[src/eivu_consts.vh]
// constants for the external interrupt and vector unit
// assumes inclusion by bare name from the design files
`ifndef EIVU_CONSTS_VH
`define EIVU_CONSTS_VH
// register word indices, byte address is four times the index
`define EIVU_IDX_SENSE       8'h35
`define EIVU_IDX_MASK        8'h3b
`define EIVU_IDX_FLAGS       8'h3a
`define EIVU_IDX_PMASK_HI    8'h20
`define EIVU_IDX_PMASK_LO    8'h12
`define EIVU_IDX_PINS        8'h3f
// field positions
`define EIVU_BIT_EXT         6
`define EIVU_BIT_HI          5
`define EIVU_BIT_LO          4
`define EIVU_LIVE_MASK       8'h70
`define EIVU_SENSE_LSB       0
// sense encodings
`define EIVU_SENSE_LOW       2'b00
`define EIVU_SENSE_ANY       2'b01
`define EIVU_SENSE_FALL      2'b10
`define EIVU_SENSE_RISE      2'b11
// vector word addresses
`define EIVU_VEC_RESET       4'h0
`define EIVU_VEC_EXT         4'h1
`define EIVU_VEC_LO          4'h2
`define EIVU_VEC_HI          4'h3
`define EIVU_VEC_WDOG        4'h4
`define EIVU_VEC_FIRST_PERIPH 4'h4
// bus answers
`define EIVU_RESP_OKAY       2'b00
`define EIVU_RESP_SLVERR     2'b10
`define EIVU_RESET_BYTE      8'h00
`endif

[src/eivu_sync.v]
// two-flop synchroniser for a bus of asynchronous levels
// assumes one clock aclk; inputs may change at any time
`timescale 1ns/1ns
module eivu_sync #(
  parameter WIDTH = 1
) (
  // clock and reset
  input  wire             aclk,
  input  wire             aresetn,
  // levels
  input  wire [WIDTH-1:0] async_in,
  output reg  [WIDTH-1:0] sync_out
);
  reg [WIDTH-1:0] stage1;
  always @(posedge aclk) begin
    if (!aresetn) begin
      stage1   <= {WIDTH{1'b0}};
      sync_out <= {WIDTH{1'b0}};
    end else begin
      stage1   <= async_in;
      sync_out <= stage1;
    end
  end
endmodule

[src/eivu_vec_pick.v]
// priority picker: lowest numbered pending request wins
// assumes request bit n maps to vector word address n+1
`timescale 1ns/1ns
`include "eivu_consts.vh"
module eivu_vec_pick #(
  parameter NREQ = 15
) (
  // requests
  input  wire [NREQ-1:0] req,
  // selection
  output reg             any,
  output reg  [3:0]      addr
);
  integer i;
  always @* begin
    any  = 1'b0;
    addr = `EIVU_VEC_RESET;
    for (i = NREQ - 1; i >= 0; i = i - 1) begin
      if (req[i]) begin
        any  = 1'b1;
        addr = i[3:0] + 4'h1;
      end
    end
  end
endmodule

[src/eivu_top.v]
// external interrupt and vector unit with axi4-lite register slave
// assumes one clock aclk, pins asynchronous, core gives global enable and ack
//
// Implementation choice: the AXI4-Lite interface to the registers.
`timescale 1ns/1ns
`include "eivu_consts.vh"
// Operation
// - all resets fetch vector address zero
// - ext pin 1, low group 2, high group 3
// - watchdog 4, timer b matches/overflow 5-7
// - remaining peripheral sources at 8 through f
// - pin activity triggers even when driven output
// - group requests on toggle of enabled pin
// - pin changes captured without clock, synchronised; here detected only from aclk samples through eivu_sync
// - sense field selects low, any, fall, rise
// - low level keeps requesting while pin low
// - ext pin events detected for wake
// - vanished wake level wakes without interrupt
// - ext pin needs mask bit6 and global
// - high group needs bit5, global, pin mask
// - low group needs bit4, global, pin mask
// - reserved mask and flag bits read zero
// - ext flag set, cleared by vector/write-one
// - group flags set, cleared by vector/write-one
// - pin masks enable pins, reset zero
module eivu_top #(
  parameter NPINS = 16,
  parameter NPER  = 12
) (
  // clock and reset
  input  wire             aclk,
  input  wire             aresetn,
  // axi4-lite write address
  input  wire [7:0]       s_axi_awaddr,
  input  wire             s_axi_awvalid,
  output reg              s_axi_awready,
  // axi4-lite write data
  input  wire [31:0]      s_axi_wdata,
  input  wire [3:0]       s_axi_wstrb,
  input  wire             s_axi_wvalid,
  output reg              s_axi_wready,
  // axi4-lite write response
  output reg  [1:0]       s_axi_bresp,
  output reg              s_axi_bvalid,
  input  wire             s_axi_bready,
  // axi4-lite read
  input  wire [7:0]       s_axi_araddr,
  input  wire             s_axi_arvalid,
  output reg              s_axi_arready,
  output reg  [31:0]      s_axi_rdata,
  output reg  [1:0]       s_axi_rresp,
  output reg              s_axi_rvalid,
  input  wire             s_axi_rready,
  // port pins, read whatever their direction
  input  wire [NPINS-1:0] pin_change_input,
  input  wire             ext_pin_irq,
  // other peripheral requests, vectors 4 to f in order
  input  wire [NPER-1:0]  periph_req,
  // core side
  input  wire             core_global_enable,
  input  wire             core_reset_fetch,
  input  wire             core_vec_ack,
  output reg              core_irq,
  output reg  [3:0]       core_vec_addr,
  output reg              core_wake
);
  // ****************************************
  // pin synchronisation
  // ****************************************
  wire [NPINS-1:0] pins_s;
  wire             ext_s;
  eivu_sync #(.WIDTH(NPINS+1)) u_sync (
    .aclk     (aclk),
    .aresetn  (aresetn),
    .async_in ({ext_pin_irq, pin_change_input}),
    .sync_out ({ext_s, pins_s})
  );
  reg [NPINS-1:0] pins_d;
  reg             ext_d;
  // ****************************************
  // registers
  // ****************************************
  reg [7:0] sense_reg;
  reg [7:0] gmask;
  reg [7:0] pin_mask_lo;
  reg [7:0] pin_mask_hi;
  reg       ext_pin_flag;
  reg       group_lo_flag;
  reg       group_hi_flag;
  wire [1:0] sense_select_field = sense_reg[`EIVU_SENSE_LSB+1:`EIVU_SENSE_LSB];
  wire       ext_en    = gmask[`EIVU_BIT_EXT];
  wire       hi_en     = gmask[`EIVU_BIT_HI];
  wire       lo_en     = gmask[`EIVU_BIT_LO];
  wire       level_mode = (sense_select_field == `EIVU_SENSE_LOW);
  // ****************************************
  // event detection
  // ****************************************
  wire [NPINS-1:0] toggled = pins_s ^ pins_d;
  wire [NPINS-1:0] pmask   = {pin_mask_hi, pin_mask_lo};
  wire [NPINS-1:0] qual    = toggled & pmask;
  wire lo_evt = |qual[7:0];
  wire hi_evt = |qual[NPINS-1:8];
  reg  ext_evt;
  always @* begin
    case (sense_select_field)
      `EIVU_SENSE_ANY:  ext_evt = ext_s ^ ext_d;
      `EIVU_SENSE_FALL: ext_evt = ext_d & ~ext_s;
      `EIVU_SENSE_RISE: ext_evt = ~ext_d & ext_s;
      default:          ext_evt = 1'b0;
    endcase
  end
  wire ext_level = level_mode & ~ext_s;
  // ****************************************
  // requests and vector selection
  // ****************************************
  wire ext_req = core_global_enable & ext_en & (ext_pin_flag | ext_level);
  wire lo_req  = core_global_enable & lo_en & group_lo_flag;
  wire hi_req  = core_global_enable & hi_en & group_hi_flag;
  wire [NPER+2:0] all_req = {periph_req & {NPER{core_global_enable}},
                             hi_req, lo_req, ext_req};
  wire       pick_any;
  wire [3:0] pick_addr;
  eivu_vec_pick #(.NREQ(NPER+3)) u_pick (
    .req  (all_req),
    .any  (pick_any),
    .addr (pick_addr)
  );
  // ****************************************
  // axi4-lite slave
  // ****************************************
  reg [7:0]  aw_addr;
  reg [31:0] w_data;
  reg [3:0]  w_strb;
  reg        aw_held;
  reg        w_held;
  wire       do_write = aw_held & w_held & ~s_axi_bvalid;
  wire       wr_ok = w_strb[0];
  wire [7:0] wbyte = w_data[7:0];
  wire       wr_flags = do_write & wr_ok & (aw_addr == (`EIVU_IDX_FLAGS << 2));
  wire       ack_ext = core_vec_ack & (core_vec_addr == `EIVU_VEC_EXT);
  wire       ack_lo  = core_vec_ack & (core_vec_addr == `EIVU_VEC_LO);
  wire       ack_hi  = core_vec_ack & (core_vec_addr == `EIVU_VEC_HI);
  function mapped;
    input [7:0] a;
    begin
      mapped = (a == (`EIVU_IDX_SENSE << 2)) | (a == (`EIVU_IDX_MASK << 2)) |
               (a == (`EIVU_IDX_FLAGS << 2)) | (a == (`EIVU_IDX_PMASK_HI << 2)) |
               (a == (`EIVU_IDX_PMASK_LO << 2)) | (a == (`EIVU_IDX_PINS << 2));
    end
  endfunction
  reg [7:0] rd_byte;
  always @* begin
    case (s_axi_araddr)
      (`EIVU_IDX_SENSE << 2):    rd_byte = sense_reg;
      (`EIVU_IDX_MASK << 2):     rd_byte = gmask & `EIVU_LIVE_MASK;
      (`EIVU_IDX_FLAGS << 2):    rd_byte = {1'b0, ext_pin_flag, group_hi_flag,
                                            group_lo_flag, 4'h0};
      (`EIVU_IDX_PMASK_HI << 2): rd_byte = pin_mask_hi;
      (`EIVU_IDX_PMASK_LO << 2): rd_byte = pin_mask_lo;
      (`EIVU_IDX_PINS << 2):     rd_byte = {1'b0, ext_s, 6'h00};
      default:                   rd_byte = `EIVU_RESET_BYTE;
    endcase
  end
  always @(posedge aclk) begin
    if (!aresetn) begin
      s_axi_awready <= 1'b0;
      s_axi_wready  <= 1'b0;
      s_axi_bvalid  <= 1'b0;
      s_axi_bresp   <= `EIVU_RESP_OKAY;
      s_axi_arready <= 1'b0;
      s_axi_rvalid  <= 1'b0;
      s_axi_rresp   <= `EIVU_RESP_OKAY;
      s_axi_rdata   <= 32'h0000_0000;
      aw_held       <= 1'b0;
      w_held        <= 1'b0;
      aw_addr       <= 8'h00;
      w_data        <= 32'h0000_0000;
      w_strb        <= 4'h0;
      sense_reg     <= `EIVU_RESET_BYTE;
      gmask         <= `EIVU_RESET_BYTE;
      pin_mask_lo   <= `EIVU_RESET_BYTE;
      pin_mask_hi   <= `EIVU_RESET_BYTE;
    end else begin
      s_axi_awready <= ~aw_held & ~s_axi_awready & s_axi_awvalid;
      s_axi_wready  <= ~w_held & ~s_axi_wready & s_axi_wvalid;
      if (s_axi_awvalid & s_axi_awready) begin
        aw_held <= 1'b1;
        aw_addr <= s_axi_awaddr;
      end
      if (s_axi_wvalid & s_axi_wready) begin
        w_held <= 1'b1;
        w_data <= s_axi_wdata;
        w_strb <= s_axi_wstrb;
      end
      if (do_write) begin
        aw_held      <= 1'b0;
        w_held       <= 1'b0;
        s_axi_bvalid <= 1'b1;
        s_axi_bresp  <= mapped(aw_addr) ? `EIVU_RESP_OKAY : `EIVU_RESP_SLVERR;
        if (wr_ok) begin
          case (aw_addr)
            (`EIVU_IDX_SENSE << 2):    sense_reg   <= wbyte;
            (`EIVU_IDX_MASK << 2):     gmask       <= wbyte & `EIVU_LIVE_MASK;
            (`EIVU_IDX_PMASK_HI << 2): pin_mask_hi <= wbyte;
            (`EIVU_IDX_PMASK_LO << 2): pin_mask_lo <= wbyte;
            default: ;
          endcase
        end
      end else if (s_axi_bvalid & s_axi_bready) begin
        s_axi_bvalid <= 1'b0;
      end
      s_axi_arready <= ~s_axi_arready & ~s_axi_rvalid & s_axi_arvalid;
      if (s_axi_arvalid & s_axi_arready) begin
        s_axi_rvalid <= 1'b1;
        s_axi_rdata  <= {24'h00_0000, rd_byte};
        s_axi_rresp  <= mapped(s_axi_araddr) ? `EIVU_RESP_OKAY : `EIVU_RESP_SLVERR;
      end else if (s_axi_rvalid & s_axi_rready) begin
        s_axi_rvalid <= 1'b0;
      end
    end
  end
  // ****************************************
  // flags and core outputs
  // ****************************************
  always @(posedge aclk) begin
    if (!aresetn) begin
      pins_d        <= {NPINS{1'b0}};
      ext_d         <= 1'b0;
      ext_pin_flag  <= 1'b0;
      group_lo_flag <= 1'b0;
      group_hi_flag <= 1'b0;
      core_irq      <= 1'b0;
      core_vec_addr <= `EIVU_VEC_RESET;
      core_wake     <= 1'b0;
    end else begin
      pins_d <= pins_s;
      ext_d  <= ext_s;
      // set beats clear in the same cycle
      if (level_mode)
        ext_pin_flag <= 1'b0;
      else if (ext_evt)
        ext_pin_flag <= 1'b1;
      else if (ack_ext | (wr_flags & wbyte[`EIVU_BIT_EXT]))
        ext_pin_flag <= 1'b0;
      if (hi_evt)
        group_hi_flag <= 1'b1;
      else if (ack_hi | (wr_flags & wbyte[`EIVU_BIT_HI]))
        group_hi_flag <= 1'b0;
      if (lo_evt)
        group_lo_flag <= 1'b1;
      else if (ack_lo | (wr_flags & wbyte[`EIVU_BIT_LO]))
        group_lo_flag <= 1'b0;
      // wake on any enabled pin event, held while an enabled ext pin stays low in low-level mode, even with no interrupt taken
      core_wake <= (ext_en & (ext_evt | ext_level)) |
                   (lo_en & lo_evt) | (hi_en & hi_evt);
      if (core_reset_fetch) begin
        core_irq      <= 1'b0;
        core_vec_addr <= `EIVU_VEC_RESET;
      end else if (core_vec_ack) begin
        core_irq <= 1'b0;
      end else begin
        core_irq      <= pick_any;
        core_vec_addr <= pick_addr;
      end
    end
  end
endmodule

[config.mk]
export PLATFORM = sky130hd
export DESIGN_NAME = eivu_top
export DESIGN_NICKNAME = d
export VERILOG_FILES = /design/src/eivu_sync.v /design/src/eivu_vec_pick.v /design/src/eivu_top.v
export VERILOG_INCLUDE_DIRS = /design/src /design/src/src
export SDC_FILE = /design/constraint.sdc
export NUM_CORES = 1
export LEC_CHECK = 0
export ABC_AREA = 1
export BUFFER_PORTS_ARGS = -buffer_cell sky130_fd_sc_hd__buf_2
export CAP_MARGIN = 40
export CORE_MARGIN = 2
export CORE_UTILIZATION = 34
export DETAILED_ROUTE_END_ITERATION = 8
export HOLD_SLACK_MARGIN = 0.06
export MAX_ROUTING_LAYER = met4
export PLACE_DENSITY = 0.65
export SKIP_LAST_GASP = 1
export SLEW_MARGIN = 10
export SYNTH_ARGS = -nofsm -noshare
export SYNTH_HDL_FRONTEND = slang
export SYNTH_SLANG_ARGS = --single-unit
[constraint.sdc]
create_clock -name aclk -period 2 [get_ports aclk]
set_clock_uncertainty 0.2 [all_clocks]
set_input_delay 0.1 -clock aclk [delete_from_list [all_inputs] [get_ports aclk]]
set_output_delay 0.1 -clock aclk [all_outputs]
set_load 0.03 [all_outputs]
Word-level counts from Yosys, hierarchy flattened. Cells that the tools add are included.

Equality and inequality tests: 18. Muxes and demuxes: 44. Reductions and logical operators: 16. Bitwise logic cells: 64.

Operators with widths (number): 8-bit equality test (second input constant) (10); 4-bit two-way mux (15); 8-bit case mux with 6 select lines (1); 1-bit bitwise AND (33); 1-bit two-way mux (25); 1-bit bitwise OR (17); 16-bit bitwise AND (1); 8-bit by 7-bit equality test with 1-bit output (second input constant) (2); 8-bit OR reduction (2); 16-bit XOR (1); 12-bit bitwise AND (1); 3-bit AND reduction (4); 1-bit NOT (10); 2-bit nonzero test (5); 4-bit by 2-bit equality test with 1-bit output (second input constant) (2); 2-bit OR reduction (3); 2-bit equality test (second input constant) (2); 4-bit by 1-bit equality test with 1-bit output (second input constant) (1); 2-bit two-way mux (2); 1-bit case mux with 3 select lines (1); 3-bit OR reduction (1); 2-bit by 1-bit equality test with 1-bit output (second input constant) (1); 2-bit logical NOT (1); 1-bit XOR (1).

Bits in registers: 123. Output and inout port bits: 47. Logic and storage cells: 169. Input bits: 91.

Depth between registers and ports, before layout.
Depth after elaboration: 16. Depth in mapped cells: 15. Gate-level depth less buffers: 15.

Cells and area by module. A second synthesis with hierarchy kept.

Cell total of the unflattened synthesis: 779. Area, all modules: 5459.0 um^2.

Modules (own cells, without submodules): eivu_top (times used 1, sequential area each 1741.7 um^2, cells an instance 625, area an instance 4285.4 um^2); eivu_sync (times used 1, sequential area each 680.7 um^2, cells an instance 106, area an instance 977.2 um^2); eivu_vec_pick (times used 1, sequential area each 0.0 um^2, cells an instance 48, area an instance 196.4 um^2).

Least setup slack after synthesis. OpenSTA, ideal clock, no wires.

Kind: register -> register. Start point: register s_axi_bvalid. End point: register pin_mask_hi[6]. Period minus slack after synthesis: 1.688 ns. Setup slack: 0.312 ns. Library setup time: 0.070 ns. Required time: 1.730 ns. Buffers on the path: 1. Stages on the path, launching flop included: 7. Arrival time: 1.419 ns. Path through: dfxtp_1 > nor3_2 > nand2_2 > nor4_4 > buf_4 > o21ai_0 > a21oi_1.

Word-level cells in the longest chain between the ends: 3.

RTL lines: start, declared (RTL line eivu_top.v:44) `output reg s_axi_bvalid,`; start signal, assigned (RTL line eivu_top.v:168) `s_axi_bvalid <= 1'b0;`; start signal, assigned (RTL line eivu_top.v:198) `s_axi_bvalid <= 1'b1;`; start signal, assigned (RTL line eivu_top.v:210) `s_axi_bvalid <= 1'b0;`; 1-bit NOT (RTL line eivu_top.v:136) `wire do_write = aw_held & w_held & ~s_axi_bvalid;`; 1-bit bitwise AND (RTL line eivu_top.v:136); 3-bit AND reduction (no line); end signal, assigned (RTL line eivu_top.v:182) `` pin_mask_hi <= `EIVU_RESET_BYTE; ``; end signal, assigned (RTL line eivu_top.v:204) `` (`EIVU_IDX_PMASK_HI << 2): pin_mask_hi <= wbyte; ``; end, declared (RTL line eivu_top.v:86) `reg [7:0] pin_mask_hi;`.

No other way between the ends. A chain may end at the register's enable or synchronous reset.

Worst setup path after layout.
Start point: input port core_global_enable. End point: register core_irq.

Word-level cells in the longest chain between the ends: 16. Elaborated cells on any way between the ends: 22. Those cells by class: 15 x mux; 7 x bitwise.

RTL lines: start, declared (RTL line eivu_top.v:60) `input wire core_global_enable,`; 12-bit bitwise AND (RTL line eivu_top.v:119) `wire [NPER+2:0] all_req = {periph_req & {NPER{core_global_enable}},`; 1-bit two-way mux (14 in a row) (RTL line eivu_vec_pick.v:19) `if (req[i]) begin`; 1-bit two-way mux * (RTL line eivu_vec_pick.v:19); end signal, assigned (RTL line eivu_top.v:262) `core_irq <= pick_any;`; end, declared (RTL line eivu_top.v:63) `output reg core_irq,`.

Every way passes the cells marked *; elsewhere a longest branch is shown, timed or not.

==> metrics.cfg <==
[global_routing]
grtUsageTotal=0.167
antenna_found_initial=0
globalRouteOverflowTotal=0
grt_pass1_wl_um=20700
grt_max_degree=47
grt_pass1_vias=4540

[worst_setup_path]
critical_path_required_ns=2.10
worstSetupStartpointType=primary input
max_stage_delay_ns=0.62
cp.arrival_ns=2.06
path_max_fanout=12
crit_chain=buf_2 > dlygate4sd3_1 > nand3_1 > nand2_1 > nor2_1 > nor3b_2 > nor3_1 > dlygate4sd3_1
cpMostUsedCell=dlygate4sd3_1
critPathCaptureType=flop
crit_type=in2reg
cp_slowest_cell=dlygate4sd3_1
rr_worst_depth=6

[cts]
clock-sinks=121
clk-insertion-delay-late_ns=0.41
root_buffer=clkbuf_16
numCtsBuffers=17
clk_pin_slew_ns=0.05
cts_tree=yes
clk_path_buf_depth=2
h-tree-depth=4

[cells_and_area]
layout_common_cells=152 x nand2_1, 121 x dfxtp_1, 114 x inv_1
area_growth_pct=42.3
layout-drive-gt1-share=0.176
reg_top3=u_sync.stage1 x17, u_sync.sync_out x17, pins_d x16
layout.nets=956
num_antenna_cells=0
final_cell_area_um2=7230
nFillCells=1390
final_common_cell=nand2_1

[routing]
ant_nets=0
wl_um=12400
drt-vias-per-instance=4.40
route.detailed.drc=0
wl_per_cell_um=11.7
drtIter0Drc=354
vias=4669
firstDrtPassIters=6

[min_path]
min_path_cells=9
hold_class=in2reg

[placement]
placed_area_um2=5610
hpwlAfterDp_um=8280
port-buffer-count=84
gp_congestion=0.858
pre_cts_ws_ns=0.220

[synth]
avgSynthCellArea_um2=7.47
synth_cell_types=42
synth.cell_area_um2=5080
async_flop_share=0
synth-edff-count=0
yosysSeqAreaShare=0.477
syn-instance-count=680
ys_warn_count=0
synth_flop_cell=dfxtp_1
synth_seq_cells=121

[sta]
fin_ws_ns=0.0371
timing.fmax_mhz=509
fin_crit_sh=0.981
finalMaxSlewViolations=0
min_period_ns=1.96
finalSetupViolations=0
setup_tns_ns=0
holdWs_ns=0.0764
hold_viol=0

[power_and_ir_drop]
power_mw=6.42
power.leakage_nw=3.41
ir_worst_vdd_v=0.000635
p_per_area_nw_per_um2=888

[floorplanning]
pin_count=138
die_h_um=126
dieArea_um2=15900
die_x_um=126
rows=44
core_um2=14600
start_util=0.348

[run]
drv_cap=0

[status]
outcome=finished clean

==> cell type report <==
cell class | count | area, um^2 | area share
tap | 184 | 230 | 0.0318
inverter | 118 | 443 | 0.0613
multi-input combinational | 420 | 2080 | 0.287
clock buffer | 17 | 425 | 0.0588
clock inverter | 15 | 225 | 0.0312
sequential | 121 | 2420 | 0.335
timing repair buffer | 185 | 1410 | 0.195
==> synth_stat cells (all sizes together) (4+ instances only) <==
cell type	count	area share
nand2	154	0.11
dfxtp	121	0.48
inv	117	0.086
a21oi	65	0.066
o21ai	62	0.063
nor2	40	0.033
buf	30	0.045
nand3	17	0.017
clkbuf	16	0.012
nor3	15	0.019
nand4	8	0.0099
nor4	5	0.013
o221ai	5	0.0086
o22ai	4	0.0049
==> power breakdown <==
group	total (mW)	switching (mW)	internal, mW
Sequential	2.52	0.0394	2.48
Clock	3.34	1.13	2.21
Combinational	0.550	0.304	0.247
==> per-layer routing <==
metal | global-route usage | wire length [um] | up-vias
li1 | - | - | 2475
met1 | 0.202 | 5860 | 2070
met2 | 0.271 | 5810 | 106
met3 | 0.0387 | 554 | 18
met4 | 0.0679 | 182 | 0
met5 | - | 0 | -
==> cells by family after synthesis <==
kind of cell,count (synthesis),share of synthesized area
adder cells (fa/ha/maj),2,0.00492
AO/OA/AOI/OAI,146,0.157
flip-flops,121,0.477
XOR/XNOR,3,0.00517
other,1,0.000738
buffers and inverters,164,0.144
AND/OR/NAND/NOR,243,0.212
==> repair_timing <==
item                                    CTS  global route
endpoints found under the hold margin    83             0
buffers inserted                          0             1
endpoints found under the setup margin    0             8
resized for setup                         0            14
hold buffers                             93             0
==> metrics by stage <==
| step | std cells | util |
|---|---|---|
| floorplan | 705 | - |
| global placement | 936 | 0.384 |
| detailed placement | 936 | 0.384 |
| CTS | 1061 | 0.493 |
| global route | 1060 | 0.496 |
| finish | 1060 | 0.496 |
==> final timing paths <==
path | endpoint | slack (ns) | startpoint
setup reg to reg | core_irq | 0.10 | sense_reg[1]
hold reg to reg | u_sync.sync_out[12] | 0.21 | u_sync.stage1[12]
setup / recovery | core_irq | 0.04 | core_global_enable
hold / removal | core_vec_addr[0] | 0.08 | periph_req[3]
==> worst max-delay path: cells and delay by family <==
family                 cells  cell delay, ns
and+or+nand+nor            5            0.62
buffers and inverters      3            1.33
Note: power is estimated with default switching activity, not from simulation.
